## src/shared/tacl_cfg.svh

```systemverilog
// constants for the touch converter configuration and temperature limit bank
// assumes a 10 MHz clock and 16-bit register words at byte-free offsets
`ifndef TACL_CFG_SVH
`define TACL_CFG_SVH

`define TACL_OFF_RESET      8'h04
`define TACL_OFF_CONFIG     8'h05
`define TACL_OFF_UPPER      8'h06
`define TACL_OFF_LOWER      8'h07

`define TACL_RESET_ALL_CODE 16'hbb00
`define TACL_RST_RESET      16'hffff
`define TACL_RST_CONFIG     7'h00
`define TACL_RST_UPPER      13'h0fff
`define TACL_RST_LOWER      13'h0000

`define TACL_PD_BIT         6
`define TACL_PRE_MSB        5
`define TACL_PRE_LSB        3
`define TACL_CFG_MSB        6
`define TACL_EN_BIT         12
`define TACL_LIM_MSB        11

`define TACL_SCAN_TEMP_FIRST  4'h6
`define TACL_SCAN_TEMP_SECOND 4'h7

`define TACL_CLK_NS         100
`define TACL_PRE_T000_NS    20000
`define TACL_PRE_T001_NS    84000
`define TACL_PRE_T010_NS    276000
`define TACL_PRE_T011_NS    340000
`define TACL_PRE_T100_NS    1044000
`define TACL_PRE_T101_NS    1108000
`define TACL_PRE_T111_NS    1364000
`define TACL_CYC(t)         (((t) + `TACL_CLK_NS - 1) / `TACL_CLK_NS)

`endif

```

## src/shared/tacl_pkg.sv

```systemverilog
// types used by the precharge timer of the touch configuration bank
// assumes tacl_cfg.svh supplies all numeric constants
`default_nettype none
package tacl_pkg;
  typedef enum logic [0:0] {
    TACL_PRE_IDLE = 1'b0,
    TACL_PRE_RUN  = 1'b1
  } tacl_pre_state_e;
  typedef logic [13:0] tacl_cnt_t;
endpackage
`default_nettype wire

```

## src/tacl_precharge.sv

```systemverilog
// precharge interval timer ahead of a touch sense
// assumes a synchronous start pulse and the synchronised reset copy
`timescale 1ns/100ps
`default_nettype none
`include "tacl_cfg.svh"
module tacl_precharge #(
  parameter int CYC_100 = `TACL_CYC(`TACL_PRE_T100_NS),
  parameter int CYC_101 = `TACL_CYC(`TACL_PRE_T101_NS),
  parameter int CYC_111 = `TACL_CYC(`TACL_PRE_T111_NS)
) (
  // clock and reset
  input  wire logic       clock,
  input  wire logic       rst_n_sync,
  // control
  input  wire logic       start,
  input  wire logic       powerdown,
  input  wire logic [2:0] sel,
  // status
  output logic            active,
  output logic            done
);
  tacl_pkg::tacl_pre_state_e state;
  tacl_pkg::tacl_pre_state_e next_state;
  tacl_pkg::tacl_cnt_t       cnt;
  tacl_pkg::tacl_cnt_t       next_cnt;
  tacl_pkg::tacl_cnt_t       load;
  logic                      next_done;
  logic                      go;

  assign go     = start && !powerdown && (state == tacl_pkg::TACL_PRE_IDLE);
  assign active = (state == tacl_pkg::TACL_PRE_RUN);

  always_comb begin
    unique case (sel)
      3'h0: load = 14'(`TACL_CYC(`TACL_PRE_T000_NS) - 1);
      3'h1: load = 14'(`TACL_CYC(`TACL_PRE_T001_NS) - 1);
      3'h2: load = 14'(`TACL_CYC(`TACL_PRE_T010_NS) - 1);
      3'h3: load = 14'(`TACL_CYC(`TACL_PRE_T011_NS) - 1);
      3'h4: load = 14'(CYC_100 - 1);
      3'h5: load = 14'(CYC_101 - 1);
      // unlisted code reuses the longest interval
      3'h6: load = 14'(CYC_111 - 1);
      3'h7: load = 14'(CYC_111 - 1);
    endcase
  end

  always_comb begin
    next_state = state;
    next_cnt   = cnt;
    next_done  = 1'b0;
    unique case (state)
      tacl_pkg::TACL_PRE_IDLE: begin
        if (go) begin
          next_state = tacl_pkg::TACL_PRE_RUN;
          next_cnt   = load;
        end
      end
      tacl_pkg::TACL_PRE_RUN: begin
        // powerdown abandons the sense at once
        if (powerdown) begin
          next_state = tacl_pkg::TACL_PRE_IDLE;
        end else if (cnt == 14'h0000) begin
          next_state = tacl_pkg::TACL_PRE_IDLE;
          next_done  = 1'b1;
        end else begin
          next_cnt = cnt - 14'h0001;
        end
      end
    endcase
  end

  always_ff @(posedge clock or negedge rst_n_sync) begin
    if (!rst_n_sync) begin
      state <= tacl_pkg::TACL_PRE_IDLE;
      cnt   <= 14'h0000;
      done  <= 1'b0;
    end else begin
      state <= next_state;
      cnt   <= next_cnt;
      done  <= next_done;
    end
  end
endmodule
`default_nettype wire

```

## src/tacl_regs.sv

```systemverilog
// touch configuration and temperature limit register bank
// assumes the serial port delivers decoded word writes and read requests
// on this clock, and that conversion results arrive on the same clock
`timescale 1ns/100ps
`default_nettype none
`include "tacl_cfg.svh"
module tacl_regs #(
  parameter int CYC_100 = `TACL_CYC(`TACL_PRE_T100_NS),
  parameter int CYC_101 = `TACL_CYC(`TACL_PRE_T101_NS),
  parameter int CYC_111 = `TACL_CYC(`TACL_PRE_T111_NS)
) (
  // clock and reset
  input  wire logic        clock,
  input  wire logic        rstn,
  // register port
  input  wire logic [7:0]  reg_addr,
  input  wire logic        reg_wr,
  input  wire logic        reg_rd,
  input  wire logic [15:0] reg_wdata,
  output logic      [15:0] reg_rdata,
  // measurement context
  input  wire logic        auto_scan,
  input  wire logic        auto_temp_sensor_select,
  input  wire logic [3:0]  converter_scan_mode_field,
  // conversion results
  input  wire logic        conv_valid,
  input  wire logic        conv_is_temp,
  input  wire logic        conv_sensor,
  input  wire logic [11:0] conv_data,
  // touch sense
  input  wire logic        sense_start,
  output logic             precharge_active,
  output logic             precharge_done,
  output logic             pen_detect_en,
  // limit events
  output logic             temp_upper_hit,
  output logic             temp_lower_hit,
  output logic             temp_irq
);
  logic        rst_meta;
  logic        rst_n_sync;
  logic [15:0] reset_command;
  logic [6:0]  touch_sense_config;
  logic [12:0] temp_upper_limit;
  logic [12:0] temp_lower_limit;
  logic [15:0] next_reset_command;
  logic [6:0]  next_touch_sense_config;
  logic [12:0] next_temp_upper_limit;
  logic [12:0] next_temp_lower_limit;
  logic [15:0] next_rdata;
  logic        next_upper_hit;
  logic        next_lower_hit;
  logic        soft_reset;
  logic        sensor_sel;
  logic        check_ok;
  logic        pen_detect_powerdown;
  logic [2:0]  precharge_time_sel;
  logic        temp_upper_check_en;
  logic        temp_lower_check_en;
  logic [11:0] temp_upper_limit_val;
  logic [11:0] temp_lower_limit_val;

  // reset released through two flops, asserted at once
  always_ff @(posedge clock or negedge rstn) begin
    if (!rstn) begin
      rst_meta   <= 1'b0;
      rst_n_sync <= 1'b0;
    end else begin
      rst_meta   <= 1'b1;
      rst_n_sync <= rst_meta;
    end
  end

  assign pen_detect_powerdown = touch_sense_config[`TACL_PD_BIT];
  assign precharge_time_sel   =
    touch_sense_config[`TACL_PRE_MSB:`TACL_PRE_LSB];
  assign temp_upper_check_en  = temp_upper_limit[`TACL_EN_BIT];
  assign temp_lower_check_en  = temp_lower_limit[`TACL_EN_BIT];
  assign temp_upper_limit_val = temp_upper_limit[`TACL_LIM_MSB:0];
  assign temp_lower_limit_val = temp_lower_limit[`TACL_LIM_MSB:0];
  assign pen_detect_en        = !pen_detect_powerdown;

  // other codes are simply stored; the host must not send them
  assign soft_reset = reg_wr && reg_addr == `TACL_OFF_RESET
                      && reg_wdata == `TACL_RESET_ALL_CODE;

  always_comb begin
    next_reset_command      = reset_command;
    next_touch_sense_config = touch_sense_config;
    next_temp_upper_limit   = temp_upper_limit;
    next_temp_lower_limit   = temp_lower_limit;
    if (soft_reset) begin
      // reset-all returns every control register to power-up
      next_reset_command      = `TACL_RST_RESET;
      next_touch_sense_config = `TACL_RST_CONFIG;
      next_temp_upper_limit   = `TACL_RST_UPPER;
      next_temp_lower_limit   = `TACL_RST_LOWER;
    end else if (reg_wr) begin
      unique case (reg_addr)
        `TACL_OFF_RESET:  next_reset_command = reg_wdata;
        `TACL_OFF_CONFIG:
          next_touch_sense_config = reg_wdata[`TACL_CFG_MSB:0];
        `TACL_OFF_UPPER:
          next_temp_upper_limit = reg_wdata[`TACL_EN_BIT:0];
        `TACL_OFF_LOWER:
          next_temp_lower_limit = reg_wdata[`TACL_EN_BIT:0];
        default: ;
      endcase
    end
  end

  // reserved bits read zero; unmapped offsets read zero
  always_comb begin
    next_rdata = reg_rdata;
    if (reg_rd) begin
      unique case (reg_addr)
        `TACL_OFF_RESET:  next_rdata = reset_command;
        `TACL_OFF_CONFIG: next_rdata = {9'h000, touch_sense_config};
        `TACL_OFF_UPPER:  next_rdata = {3'h0, temp_upper_limit};
        `TACL_OFF_LOWER:  next_rdata = {3'h0, temp_lower_limit};
        default:          next_rdata = 16'h0000;
      endcase
    end
  end

  always_ff @(posedge clock or negedge rst_n_sync) begin
    if (!rst_n_sync) begin
      reset_command      <= `TACL_RST_RESET;
      touch_sense_config <= `TACL_RST_CONFIG;
      temp_upper_limit   <= `TACL_RST_UPPER;
      temp_lower_limit   <= `TACL_RST_LOWER;
      reg_rdata          <= 16'h0000;
    end else begin
      reset_command      <= next_reset_command;
      touch_sense_config <= next_touch_sense_config;
      temp_upper_limit   <= next_temp_upper_limit;
      temp_lower_limit   <= next_temp_lower_limit;
      reg_rdata          <= next_rdata;
    end
  end

  // sensor under check: auto mode follows the select bit
  always_comb begin
    sensor_sel = auto_temp_sensor_select;
    check_ok   = 1'b0;
    if (auto_scan) begin
      check_ok = 1'b1;
    end else if (converter_scan_mode_field == `TACL_SCAN_TEMP_FIRST) begin
      sensor_sel = 1'b0;
      check_ok   = 1'b1;
    end else if (converter_scan_mode_field == `TACL_SCAN_TEMP_SECOND) begin
      sensor_sel = 1'b1;
      check_ok   = 1'b1;
    end
  end

  always_comb begin
    next_upper_hit = 1'b0;
    next_lower_hit = 1'b0;
    // only temperature results on the chosen sensor count
    if (conv_valid && conv_is_temp && check_ok
        && conv_sensor == sensor_sel) begin
      next_upper_hit = temp_upper_check_en
                       && conv_data >= temp_upper_limit_val;
      next_lower_hit = temp_lower_check_en
                       && conv_data <= temp_lower_limit_val;
    end
  end

  always_ff @(posedge clock or negedge rst_n_sync) begin
    if (!rst_n_sync) begin
      temp_upper_hit <= 1'b0;
      temp_lower_hit <= 1'b0;
      temp_irq       <= 1'b0;
    end else begin
      temp_upper_hit <= next_upper_hit;
      temp_lower_hit <= next_lower_hit;
      temp_irq       <= next_upper_hit || next_lower_hit;
    end
  end

  tacl_precharge #(
    .CYC_100 (CYC_100),
    .CYC_101 (CYC_101),
    .CYC_111 (CYC_111)
  ) u_precharge (
    .clock      (clock),
    .rst_n_sync (rst_n_sync),
    .start      (sense_start),
    .powerdown  (pen_detect_powerdown),
    .sel        (precharge_time_sel),
    .active     (precharge_active),
    .done       (precharge_done)
  );
endmodule
`default_nettype wire

```

## config.mk

```make
export PLATFORM = sky130hd
export DESIGN_NAME = tacl_regs
export DESIGN_NICKNAME = d
export VERILOG_FILES = /design/src/shared/tacl_pkg.sv /design/src/tacl_precharge.sv /design/src/tacl_regs.sv
export VERILOG_INCLUDE_DIRS = /design/src /design/src/shared
export SDC_FILE = /design/constraint.sdc
export NUM_CORES = 1
export LEC_CHECK = 0
export ABC_AREA = 1
export BUFFER_PORTS_ARGS = -buffer_cell sky130_fd_sc_hd__buf_2
export CELL_PAD_IN_SITES_DETAIL_PLACEMENT = 1
export CELL_PAD_IN_SITES_GLOBAL_PLACEMENT = 1
export CORE_MARGIN = 3
export CORE_UTILIZATION = 42
export CTS_CLUSTER_DIAMETER = 120
export DETAILED_ROUTE_END_ITERATION = 10
export PLACE_DENSITY_LB_ADDON = 0.1
export SLEW_MARGIN = 20
export SYNTH_ARGS = -nofsm -noshare
export SYNTH_HDL_FRONTEND = slang
export SYNTH_HIERARCHICAL = 1
export SYNTH_SLANG_ARGS = --single-unit
```

## constraint.sdc

```tcl
create_clock -name clock -period 2.9 [get_ports clock]
set_input_delay 0.145 -clock clock [delete_from_list [all_inputs] [get_ports clock]]
set_output_delay 0.145 -clock clock [all_outputs]
set_load 0.1 [all_outputs]
```

After elaboration in Yosys (flattened, before gate mapping)

Memory sizes are Yosys's and may differ from the RTL's.
Index checks and enable logic that the tools add are counted.

Flip-flop bits (word level): 86
Memory bits (read-only): 56
Input bits: 50
Output and inout bits: 22
Logic and storage cells: 83
Memories: 1

Memories:

| memory          | depth | bits a word | read ports | clocked after Yosys merged registers in | write ports | RTL line             | text |
|---|---|---|---|---|---|---|---|
| (no name shown) | 8     | 7           | 1          | 0                                       | 0           | tacl_precharge.sv:34 | `unique case (sel)` |

$add $sub $neg: 1
Magnitude comparators: 2
Equal/unequal tests: 11
Multiplexer cells: 32
Bitwise operators: 1
Reductions and logical operators: 22

Operator list:

| kind                                                                  | count |
|---|---|
| 13-bit 2-to-1 mux                                                     | 6 |
| 16-bit one-hot mux with 4 select lines                                | 1 |
| 16-bit 2-to-1 mux                                                     | 3 |
| 14-bit 2-to-1 mux                                                     | 3 |
| 8-bit by 3-bit equality test with 1-bit output, second input constant | 4 |
| 14-bit one-hot mux with 2 select lines                                | 1 |
| 7-bit 2-to-1 mux                                                      | 3 |
| 16-bit equality test, second input constant                           | 1 |
| 14-bit logical NOT                                                    | 1 |
| 1-bit 2-to-1 mux                                                      | 14 |
| 14-bit by 1-bit subtractor with 14-bit output, second input constant  | 1 |
| 12-bit >= comparator                                                  | 1 |
| 12-bit <= comparator                                                  | 1 |
| 2-bit nonzero test                                                    | 5 |
| 1-bit logical AND                                                     | 9 |
| 4-bit by 3-bit equality test with 1-bit output, second input constant | 2 |
| 2-bit AND reduction                                                   | 4 |
| 2-bit != test, second input constant                                  | 2 |
| 3-bit AND reduction                                                   | 1 |
| 2-bit by 1-bit != test with 1-bit output, second input constant       | 1 |
| 1-bit one-hot mux with 2 select lines                                 | 1 |
| 1-bit equality test                                                   | 1 |
| 1-bit logical NOT                                                     | 1 |
| 1-bit logical OR                                                      | 1 |
| 1-bit NOT                                                             | 1 |

Longest topological paths before layout

Gate-level depths: netlist of run 1.

Depth in word-level cells: 8
Mapped depth: 12
Mapped depth without buffers: 12

Modules after synthesis

Netlist of run 1, hierarchy kept.

By module, submodules not included:

| module         | instances | cells an instance | area each (um^2) | sequential area each (um^2) |
|---|---|---|---|---|
| tacl_regs      | 1         | 540               | 4,042.6          | 1,786.7 |
| tacl_precharge | 1         | 168               | 1,197.4          | 400.4 |

Least setup slack after synthesis of run 1

No wires, ideal clock.

Path kind: flip-flop to flip-flop
Start: reg u_precharge.state (netlist: u_precharge/active)
End: reg u_precharge.cnt[8]
Library setup time: 0.120 ns
Arrival time: 1.845 ns
Required time: 2.780 ns
Slack: 0.934 ns
Cell stages (with the launch flop): 10
Buffers on the path: 2
Clock period less this slack: 1.966 ns
Cells stage by stage: dfrtp_1 > buf_6 > inv_4 > nor3_2 > nand3_4 > nand2_4 > inv_4 > buf_6 > nand2_2 > nand2_1

Cells in the longest elaborated chain, start to end: 4
Elaborated cells between the ends (all ways): 7
Classes of those cells: 3 x eq/ne; 1 x mux; 1 x bitwise; 2 x reduce/logical

RTL lines:

| element                                            | RTL line                                   | text |
|---|---|---|
| start, declared                                    | tacl_precharge.sv:22                       | `tacl_pkg::tacl_pre_state_e state;` |
| start signal, assigned                             | tacl_precharge.sv:74                       | `state <= tacl_pkg::TACL_PRE_IDLE;` |
| start signal, assigned                             | tacl_precharge.sv:78                       | `state <= next_state;` |
| 1-bit NOT                                          | tacl_precharge.sv:30, tacl_precharge.sv:51 |  |
| 1-bit logical AND                                  | tacl_precharge.sv:30                       | `assign go = start && !powerdown && (state == tacl_pkg::TACL_PRE_IDLE);` |
| 2-bit by 1-bit != test with 1-bit output (no line) | n/a                                        |  |
| 3-bit AND reduction (no line)                      | n/a                                        |  |
| end signal, assigned                               | tacl_precharge.sv:79                       | `cnt <= next_cnt;` |
| end, declared                                      | tacl_precharge.sv:24                       | `tacl_pkg::tacl_cnt_t cnt;` |

Parallel ways exist; a longest one is shown, timed or not.
A chain may end at the register's enable or synchronous reset.

Final worst setup path of run 1

Start: in reg_addr[0]
End: reg temp_upper_limit[0]

Cells in the longest elaborated chain, start to end: 5
Elaborated cells between the ends (all ways): 8
Classes of those cells: 2 x eq/ne; 1 x mux; 5 x reduce/logical

RTL lines:

| element                                        | RTL line         | text |
|---|---|---|
| start, declared                                | tacl_regs.sv:16  | `input wire logic [7:0] reg_addr,` |
| 8-bit by 3-bit equality test with 1-bit output | n/a              |  |
| 1-bit logical AND (no line) (2 in series)      | n/a              |  |
| 2-bit nonzero test (no line)                   | n/a              |  |
| 2-bit AND reduction (no line)                  | n/a              |  |
| end signal, assigned                           | tacl_regs.sv:130 | `` temp_upper_limit <= `TACL_RST_UPPER; `` |
| end signal, assigned                           | tacl_regs.sv:136 | `temp_upper_limit <= next_temp_upper_limit;` |
| end, declared                                  | tacl_regs.sv:44  | `logic [12:0] temp_upper_limit;` |

Parallel ways exist; a longest one is shown, timed or not.

==> results of run 1 <==
kinds of logic (layout without fill, tap and decap cells):
| group | count (synthesis) | in the layout | synth area share (%) |
|---|---|---|---|
| buf+inv | 124 | 197 | 10.1 |
| xor+xnor | 4 | 4 | 0.669 |
| flops | 86 | 86 | 41.7 |
| other cells | 1 | 1 | 0.0716 |
| simple gates | 405 | 405 | 33.9 |
| fa+ha+maj | 30 | 30 | 7.16 |
| compound gates | 58 | 58 | 6.28 |
placed cells by master (no fill, tap or decap), types with 2 or more instances in the layout:
master	instances
inv_4	2
dfrtp_1	57
nand2_2	8
clkbuf_1	2
o21ai_1	4
nand3b_1	2
buf_2	71
a21oi_1	14
nor2_1	47
o21ai_2	4
inv_1	97
bufinv_16	2
ha_1	30
or2_2	2
o21ai_0	27
clkbuf_16	10
buf_4	8
nor2_2	8
nand4_1	12
dfstp_2	28
nand3_1	94
o211ai_1	4
o31ai_1	2
xor2_1	3
nand2_1	224
nor2_4	3
power breakdown:
group          internal (uW)  switching [uW]
combinational            294             503
sequential              1360             165
clock                    813             516
registers in the layout, summed over array words and instances (netlist names), 7 cells and up:
register	cells
reg_rdata	16
reset_command	16
temp_lower_limit	13
temp_upper_limit	13
touch_sense_config	7
u_precharge/cnt	14
stage by stage:
step	power (uW)	instances	area [sq um]	hold slack (ps)	util, %
floorplan	2100	708	5240	-151	-
global placement	2290	932	5720	-69.7	47.2
detailed placement	2340	932	5720	-66.6	47.2
CTS	3680	949	6070	6.69	50.1
global route	3870	949	6070	30.2	50.1
finish	3650	949	6070	18.9	50.1
routing by layer:
metal	routed length, um	GRT usage (%)	share of wire [%]
met5	0	0	0
met4	354	8.86	2.3
met3	542	3.51	3.5
met2	7730	40.3	50
met1	6810	29.8	44
worst paths after layout:
check	from	end	slack (ps)
worst max register to register	u_precharge/cnt[0]	u_precharge/cnt[10]	1150
min in group asynchronous	rstn	rst_n_sync	110
worst min register to register	rst_n_sync	reg_rdata[9]	330
worst min-delay path	reg_wdata[8]	temp_upper_limit[8]	20
max in group asynchronous	rst_n_sync	temp_upper_limit[11]	1750
worst max-delay path	reg_addr[0]	temp_upper_limit[0]	960
repair_timing:
action | 4_1_cts | 5_1_grt
hold buffers | 1 | 0
hold endpoints to repair | 2 | 0
resized for setup | 0 | 0
cell usage after synthesis:
cell      instances  area (sq um)
a21o_1            1          7.51
a21oi_1          14          70.1
a21oi_2           1          8.76
buf_1             1          3.75
buf_2             4          20.0
buf_4             1          7.51
buf_6             7          78.8
clkbuf_1         10          37.5
clkinv_1          1          3.75
conb_1            1          3.75
dfrtp_1          58          1450
dfstp_2          28           736
ha_1             30           375
inv_1            97           364
inv_2             1          3.75
inv_4             2          12.5
nand2_1         224           841
nand2_2           8          50.1
nand2_4           1          11.3
nand3_1          94           470
nand3_2           1          10.0
nand3_4           1          17.5
nand3b_1          2          15.0
nand4_1          12          75.1
nor2_1           47           176
nor2_2            8          50.1
nor2_4            3          33.8
nor3_1            1          5.00
nor3_2            1          10.0
o211ai_1          4          30.0
o21ai_0          27           135
o21ai_1           4          20.0
o21ai_2           4          35.0
o21bai_1          1          7.51
o31ai_1           2          15.0
or2_2             2          12.5
xnor2_1           1          8.76
xor2_1            3          26.3
cell type report:
class                   count  share of cell area [%]
clock buffers              12                    4.25
clock inverters             4                    1.28
inverters                 101                    6.33
multi-input cells         498                    41.6
flip-flops and latches     86                    36.1
well taps                 168                    3.46
repair buffers             80                    7.01
tightest hold or removal path, cell delays in order:
cell and delay, ps:
buf_2 120, nand2_1 60, nand2_1 40
==> results.py, run 1 <==
metrics = {
    "worst_setup_path": {
        "worstRegToRegCells": 9,
        "worst_ep_required_time_ps": 3190,
        "critPathKind": "in2reg",
        "start_kind": "primary input",
        "cp_common_cell": "nand2_1",
        "crit_chain": "buf_2, inv_1, nand2_1, nor2_2, nand2_2, nor2_4, nand2_1, buf_4, nand2_1, nand2_1, nand2_1",
        "worst_path_max_delay_cell": "nor2_2",
        "critPathMaxFanout": 45,
        "critPathBufInv": 3,
        "cpPeakStageDelay_ps": 420,
        "crit_arrival_ps": 2230,
        "crit_family": "simple AND/OR/NAND/NOR gates",
        "crit_path_end_kind": "flip-flop",
        "worstSetupPathDepth": 11,
    },
    "timing": {
        "worst_slack_ps": 961,
        "layout_min_cycle_time_ps": 1940,
        "finalSetupViolCount": 0,
        "worst_slew_pin_slew_ps": 613,
        "max_freq_ghz": 0.516,
        "setup_tns_ps": 0,
        "finalHoldViolCount": 0,
        "layout_worst_path_cycle_share_pct": 66.9,
        "rsz0062_at_grt": "false",
        "maxSlewViolCount": 0,
        "finalClockSkew_ps": 10.0,
        "slew-limit-headroom_pct": 59.1,
    },
    "finish": {
        "diodes": 0,
        "syn2layout_area_growth_pct": 15.8,
        "multi_input_area_sq_mm": 0.00252,
        "fillers": 1584,
        "drive_gt1_share_pct": 19.8,
        "nets": 856,
        "seq_area_sq_mm": 0.00219,
    },
    "global_route": {
        "grt_remaining_overflow": 0,
        "grt_pass1_wl_mm": 26.2,
        "grt_pass1_vias": 5197,
        "grt_max_degree": 46,
        "grtUsageTotal_pct": 23.4,
        "antenna_found_initial": 0,
    },
    "placed_design": {
        "dpl_worst_slack_ps": 611,
        "globalplace.congestion": 0.828,
        "port_buffers": 71,
        "hpwl_mm": 11.7,
    },
    "routing": {
        "drtIter0Drc": 236,
        "via_per_inst": 5.14,
        "num_vias": 4880,
        "routedWlPerCell_um": 16.3,
        "ant_nets": 0,
        "dr.pass1.iters": 4,
        "wl_mm": 15.4,
        "route.detailed.drc": 0,
    },
    "synth": {
        "syn_nets": 788,
        "yosys_warnings": 6,
        "avgSynthCellArea_sq_um": 7.40,
        "synth_area_sq_mm": 0.00524,
        "netlist_instances": 708,
        "synthDistinctLibCells": 38,
        "ys_seq_area_share_pct": 41.7,
        "yosys_register_bits": 86,
    },
    "clock_tree": {
        "cts_root_buf": "clkbuf_16",
        "numCtsBuffers": 9,
        "cts_setup_buffers": 0,
        "cts_tree": "built",
        "h-tree-depth": 3,
        "clk_path_buf_depth": 2,
        "clk_latency_ps": 360,
        "cts_sinks": 86,
        "path_clk_slew_ps": 60,
    },
    "run": {
        "maxCapViolCount": 0,
    },
    "power": {
        "p_per_area_mw_per_mm2": 602,
        "ir_worst_vdd_mv": 0.270,
        "leakagePower_uw": 0.00328,
    },
    "floorplan": {
        "ios": 72,
        "die_w_um": 118,
        "dieArea_sq_mm": 0.0139,
        "rows": 40,
        "core_sq_mm": 0.0121,
        "die_h_um": 118,
        "start_util_pct": 43.3,
    },
    "outcome": {
        "status": "finished, final reports clean",
    },
    "hold_path": {
        "hp-class": "in2reg",
        "whs_path_depth": 3,
    },
}
No activity file was read; power rests on OpenSTA's default activity.
==> inputs of run 2 (changes only) <==
clock period = 1.8 ns   (was 2.9 ns; I/O delays follow)
==> results.py, run 2 (synthesized netlist as in run 1, its figures left out) <==
metrics = {
    "power": {
        "netSwitchingFraction_pct": 33.8,
        "p_sw_uw": 1930,
        "power.internal_uw": 3790,
        "ir_worst_vdd_mv": 0.560,
        "leakagePower_uw": 0.00333,
        "p_per_area_mw_per_mm2": 925,
        "combPwrFrac_pct": 23.3,
        "clock_power_share_pct": 33.5,
        "power_frac_seq_pct": 43.2,
    },
    "routing": {
        "via_per_inst": 5.15,
        "dr.pass1.iters": 4,
        "num_vias": 4943,
        "ant_nets": 0,
        "routedWlPerCell_um": 16.5,
        "wl_mm": 15.9,
        "route.detailed.drc": 0,
        "drtIter0Drc": 245,
    },
    "global_route": {
        "grt_pass1_wl_mm": 26.7,
        "grtUsageTotal_pct": 23.9,
        "antenna_found_initial": 0,
        "grt_remaining_overflow": 0,
        "grt_pass1_vias": 5388,
        "grt_max_degree": 48,
    },
    "outcome": {
        "status": "finished, final reports clean",
    },
    "finish": {
        "final_cell_mix": "nand2_1 (224), inv_1 (97), nand3_1 (94)",
        "fillers": 1591,
        "diodes": 0,
        "seq_area_sq_mm": 0.00219,
        "reg.largest.list": "reg_rdata: 16 flops, reset_command: 16 flops, u_precharge/cnt: 14 flops",
        "utilization_pct": 51.0,
        "fin_cells": 959,
        "drive_gt1_share_pct": 20.6,
        "nets": 866,
        "multi_input_area_sq_mm": 0.00253,
        "final_common_cell": "nand2_1",
        "syn2layout_area_growth_pct": 17.9,
    },
    "floorplan": {
        "ios": 72,
        "rows": 40,
        "core_sq_mm": 0.0121,
        "die_h_um": 118,
        "dieArea_sq_mm": 0.0139,
        "die_w_um": 118,
        "start_util_pct": 43.3,
    },
    "timing": {
        "finalSetupViolCount": 0,
        "maxSlewViolCount": 0,
        "rsz0062_at_grt": "true",
        "worst_slew_pin_slew_ps": 523,
        "worst_slack_ps": 125,
        "finalHoldViolCount": 0,
        "finalClockSkew_ps": 9.18,
        "max_freq_ghz": 0.597,
        "setup_tns_ps": 0,
        "layout_min_cycle_time_ps": 1680,
        "layout_worst_path_cycle_share_pct": 93.1,
        "slew-limit-headroom_pct": 65.0,
    },
    "worst_setup_path": {
        "crit_family": "simple AND/OR/NAND/NOR gates",
        "critPathBufInv": 2,
        "worst_ep_required_time_ps": 2040,
        "cpPeakStageDelay_ps": 400,
        "critPathMaxFanout": 14,
        "crit_path_end_kind": "flip-flop",
        "worst_path_max_delay_cell": "dfrtp_1",
        "critPathKind": "reg2reg",
        "crit_chain": "inv_1, ha_2, nand2_2, nor2_4, nand3_4, nand2_8, inv_4, nor2_1, nor2_1",
        "cp_common_cell": "nor2_1",
        "start_kind": "flip-flop",
        "crit_arrival_ps": 1910,
    },
    "clock_tree": {
        "path_clk_slew_ps": 70,
        "cts_tree": "built",
        "numCtsBuffers": 9,
        "cts_sinks": 86,
        "clk_path_buf_depth": 2,
        "h-tree-depth": 3,
        "clk_latency_ps": 350,
        "cts_root_buf": "clkbuf_16",
    },
    "placed_design": {
        "placed_cells": 936,
        "port_buffers": 71,
        "hpwl_mm": 12.0,
        "dpl_worst_slack_ps": 46.7,
        "globalplace.congestion": 0.834,
    },
    "hold_path": {
        "hp-class": "in2reg",
    },
    "run": {
        "maxCapViolCount": 0,
    },
}
==> run 2: path summary, 6_finish.rpt <==
check                                 endpoint  slack (ps)  cells after the start                from
max                        u_precharge/cnt[10]         120                      9  u_precharge/cnt[0]
min                        temp_lower_limit[1]          10                      3        reg_wdata[1]
max reg2reg                u_precharge/cnt[10]         120                      9  u_precharge/cnt[0]
min reg2reg                      reg_rdata[10]         280                      0          rst_n_sync
max in group asynchronous  temp_upper_limit[0]         910                      1          rst_n_sync
min in group asynchronous           rst_n_sync          50                      2                rstn
==> run 2: cell type report <==
class | instances | share of cell area [%]
clock inverter | 6 | 1.17
clock buffer | 10 | 3.71
multi-input combinational | 498 | 41.0
sequential | 86 | 35.5
tap | 168 | 3.40
timing repair buffer | 90 | 9.01
inverter | 101 | 6.22
==> run 2: power by group through the flow <==
stage          Combinational (uW)  Sequential, uW  Clock [uW]
6_report                     1330            2470        1920
3_3_place_gp                 1220            2480           0
3_5_place_dp                 1320            2490           0
5_1_grt                      1530            2510        2050
2_1_floorplan                 945            2440           0
4_1_cts                      1340            2470        1970
==> run 2: metrics by stage <==
step	power [uW]	hold WS, ps	area (sq um)
global placement	3700	-125	5790
global route	6090	17.6	6180
finish	5710	9.70	6180
CTS	5770	2.87	6160
detailed placement	3810	-121	5790
floorplan	3390	-206	5240
==> run 2: timing repair <==
item                                    CTS  global route
hold endpoints to repair                 10             0
hold buffers                              7             0
endpoints found under the setup margin    0            26
buffers inserted                          0             0
gates resized for setup                   0             4
==> run 2: worst min-delay path, cell delays in order <==
cell	delay, ps
buf_2	130
nand2_1	60
nand2_1	50
==> run 2: per-layer routing <==
| metal | up-vias | track usage (%) | wire [um] |
|---|---|---|---|
| met5 | - | 0 | 0 |
| met4 | 0 | 7.77 | 325 |
| met3 | 20 | 5.48 | 685 |
| met2 | 115 | 42.2 | 8130 |
| met1 | 2415 | 28.8 | 6730 |
| li1 | 2393 | - | - |
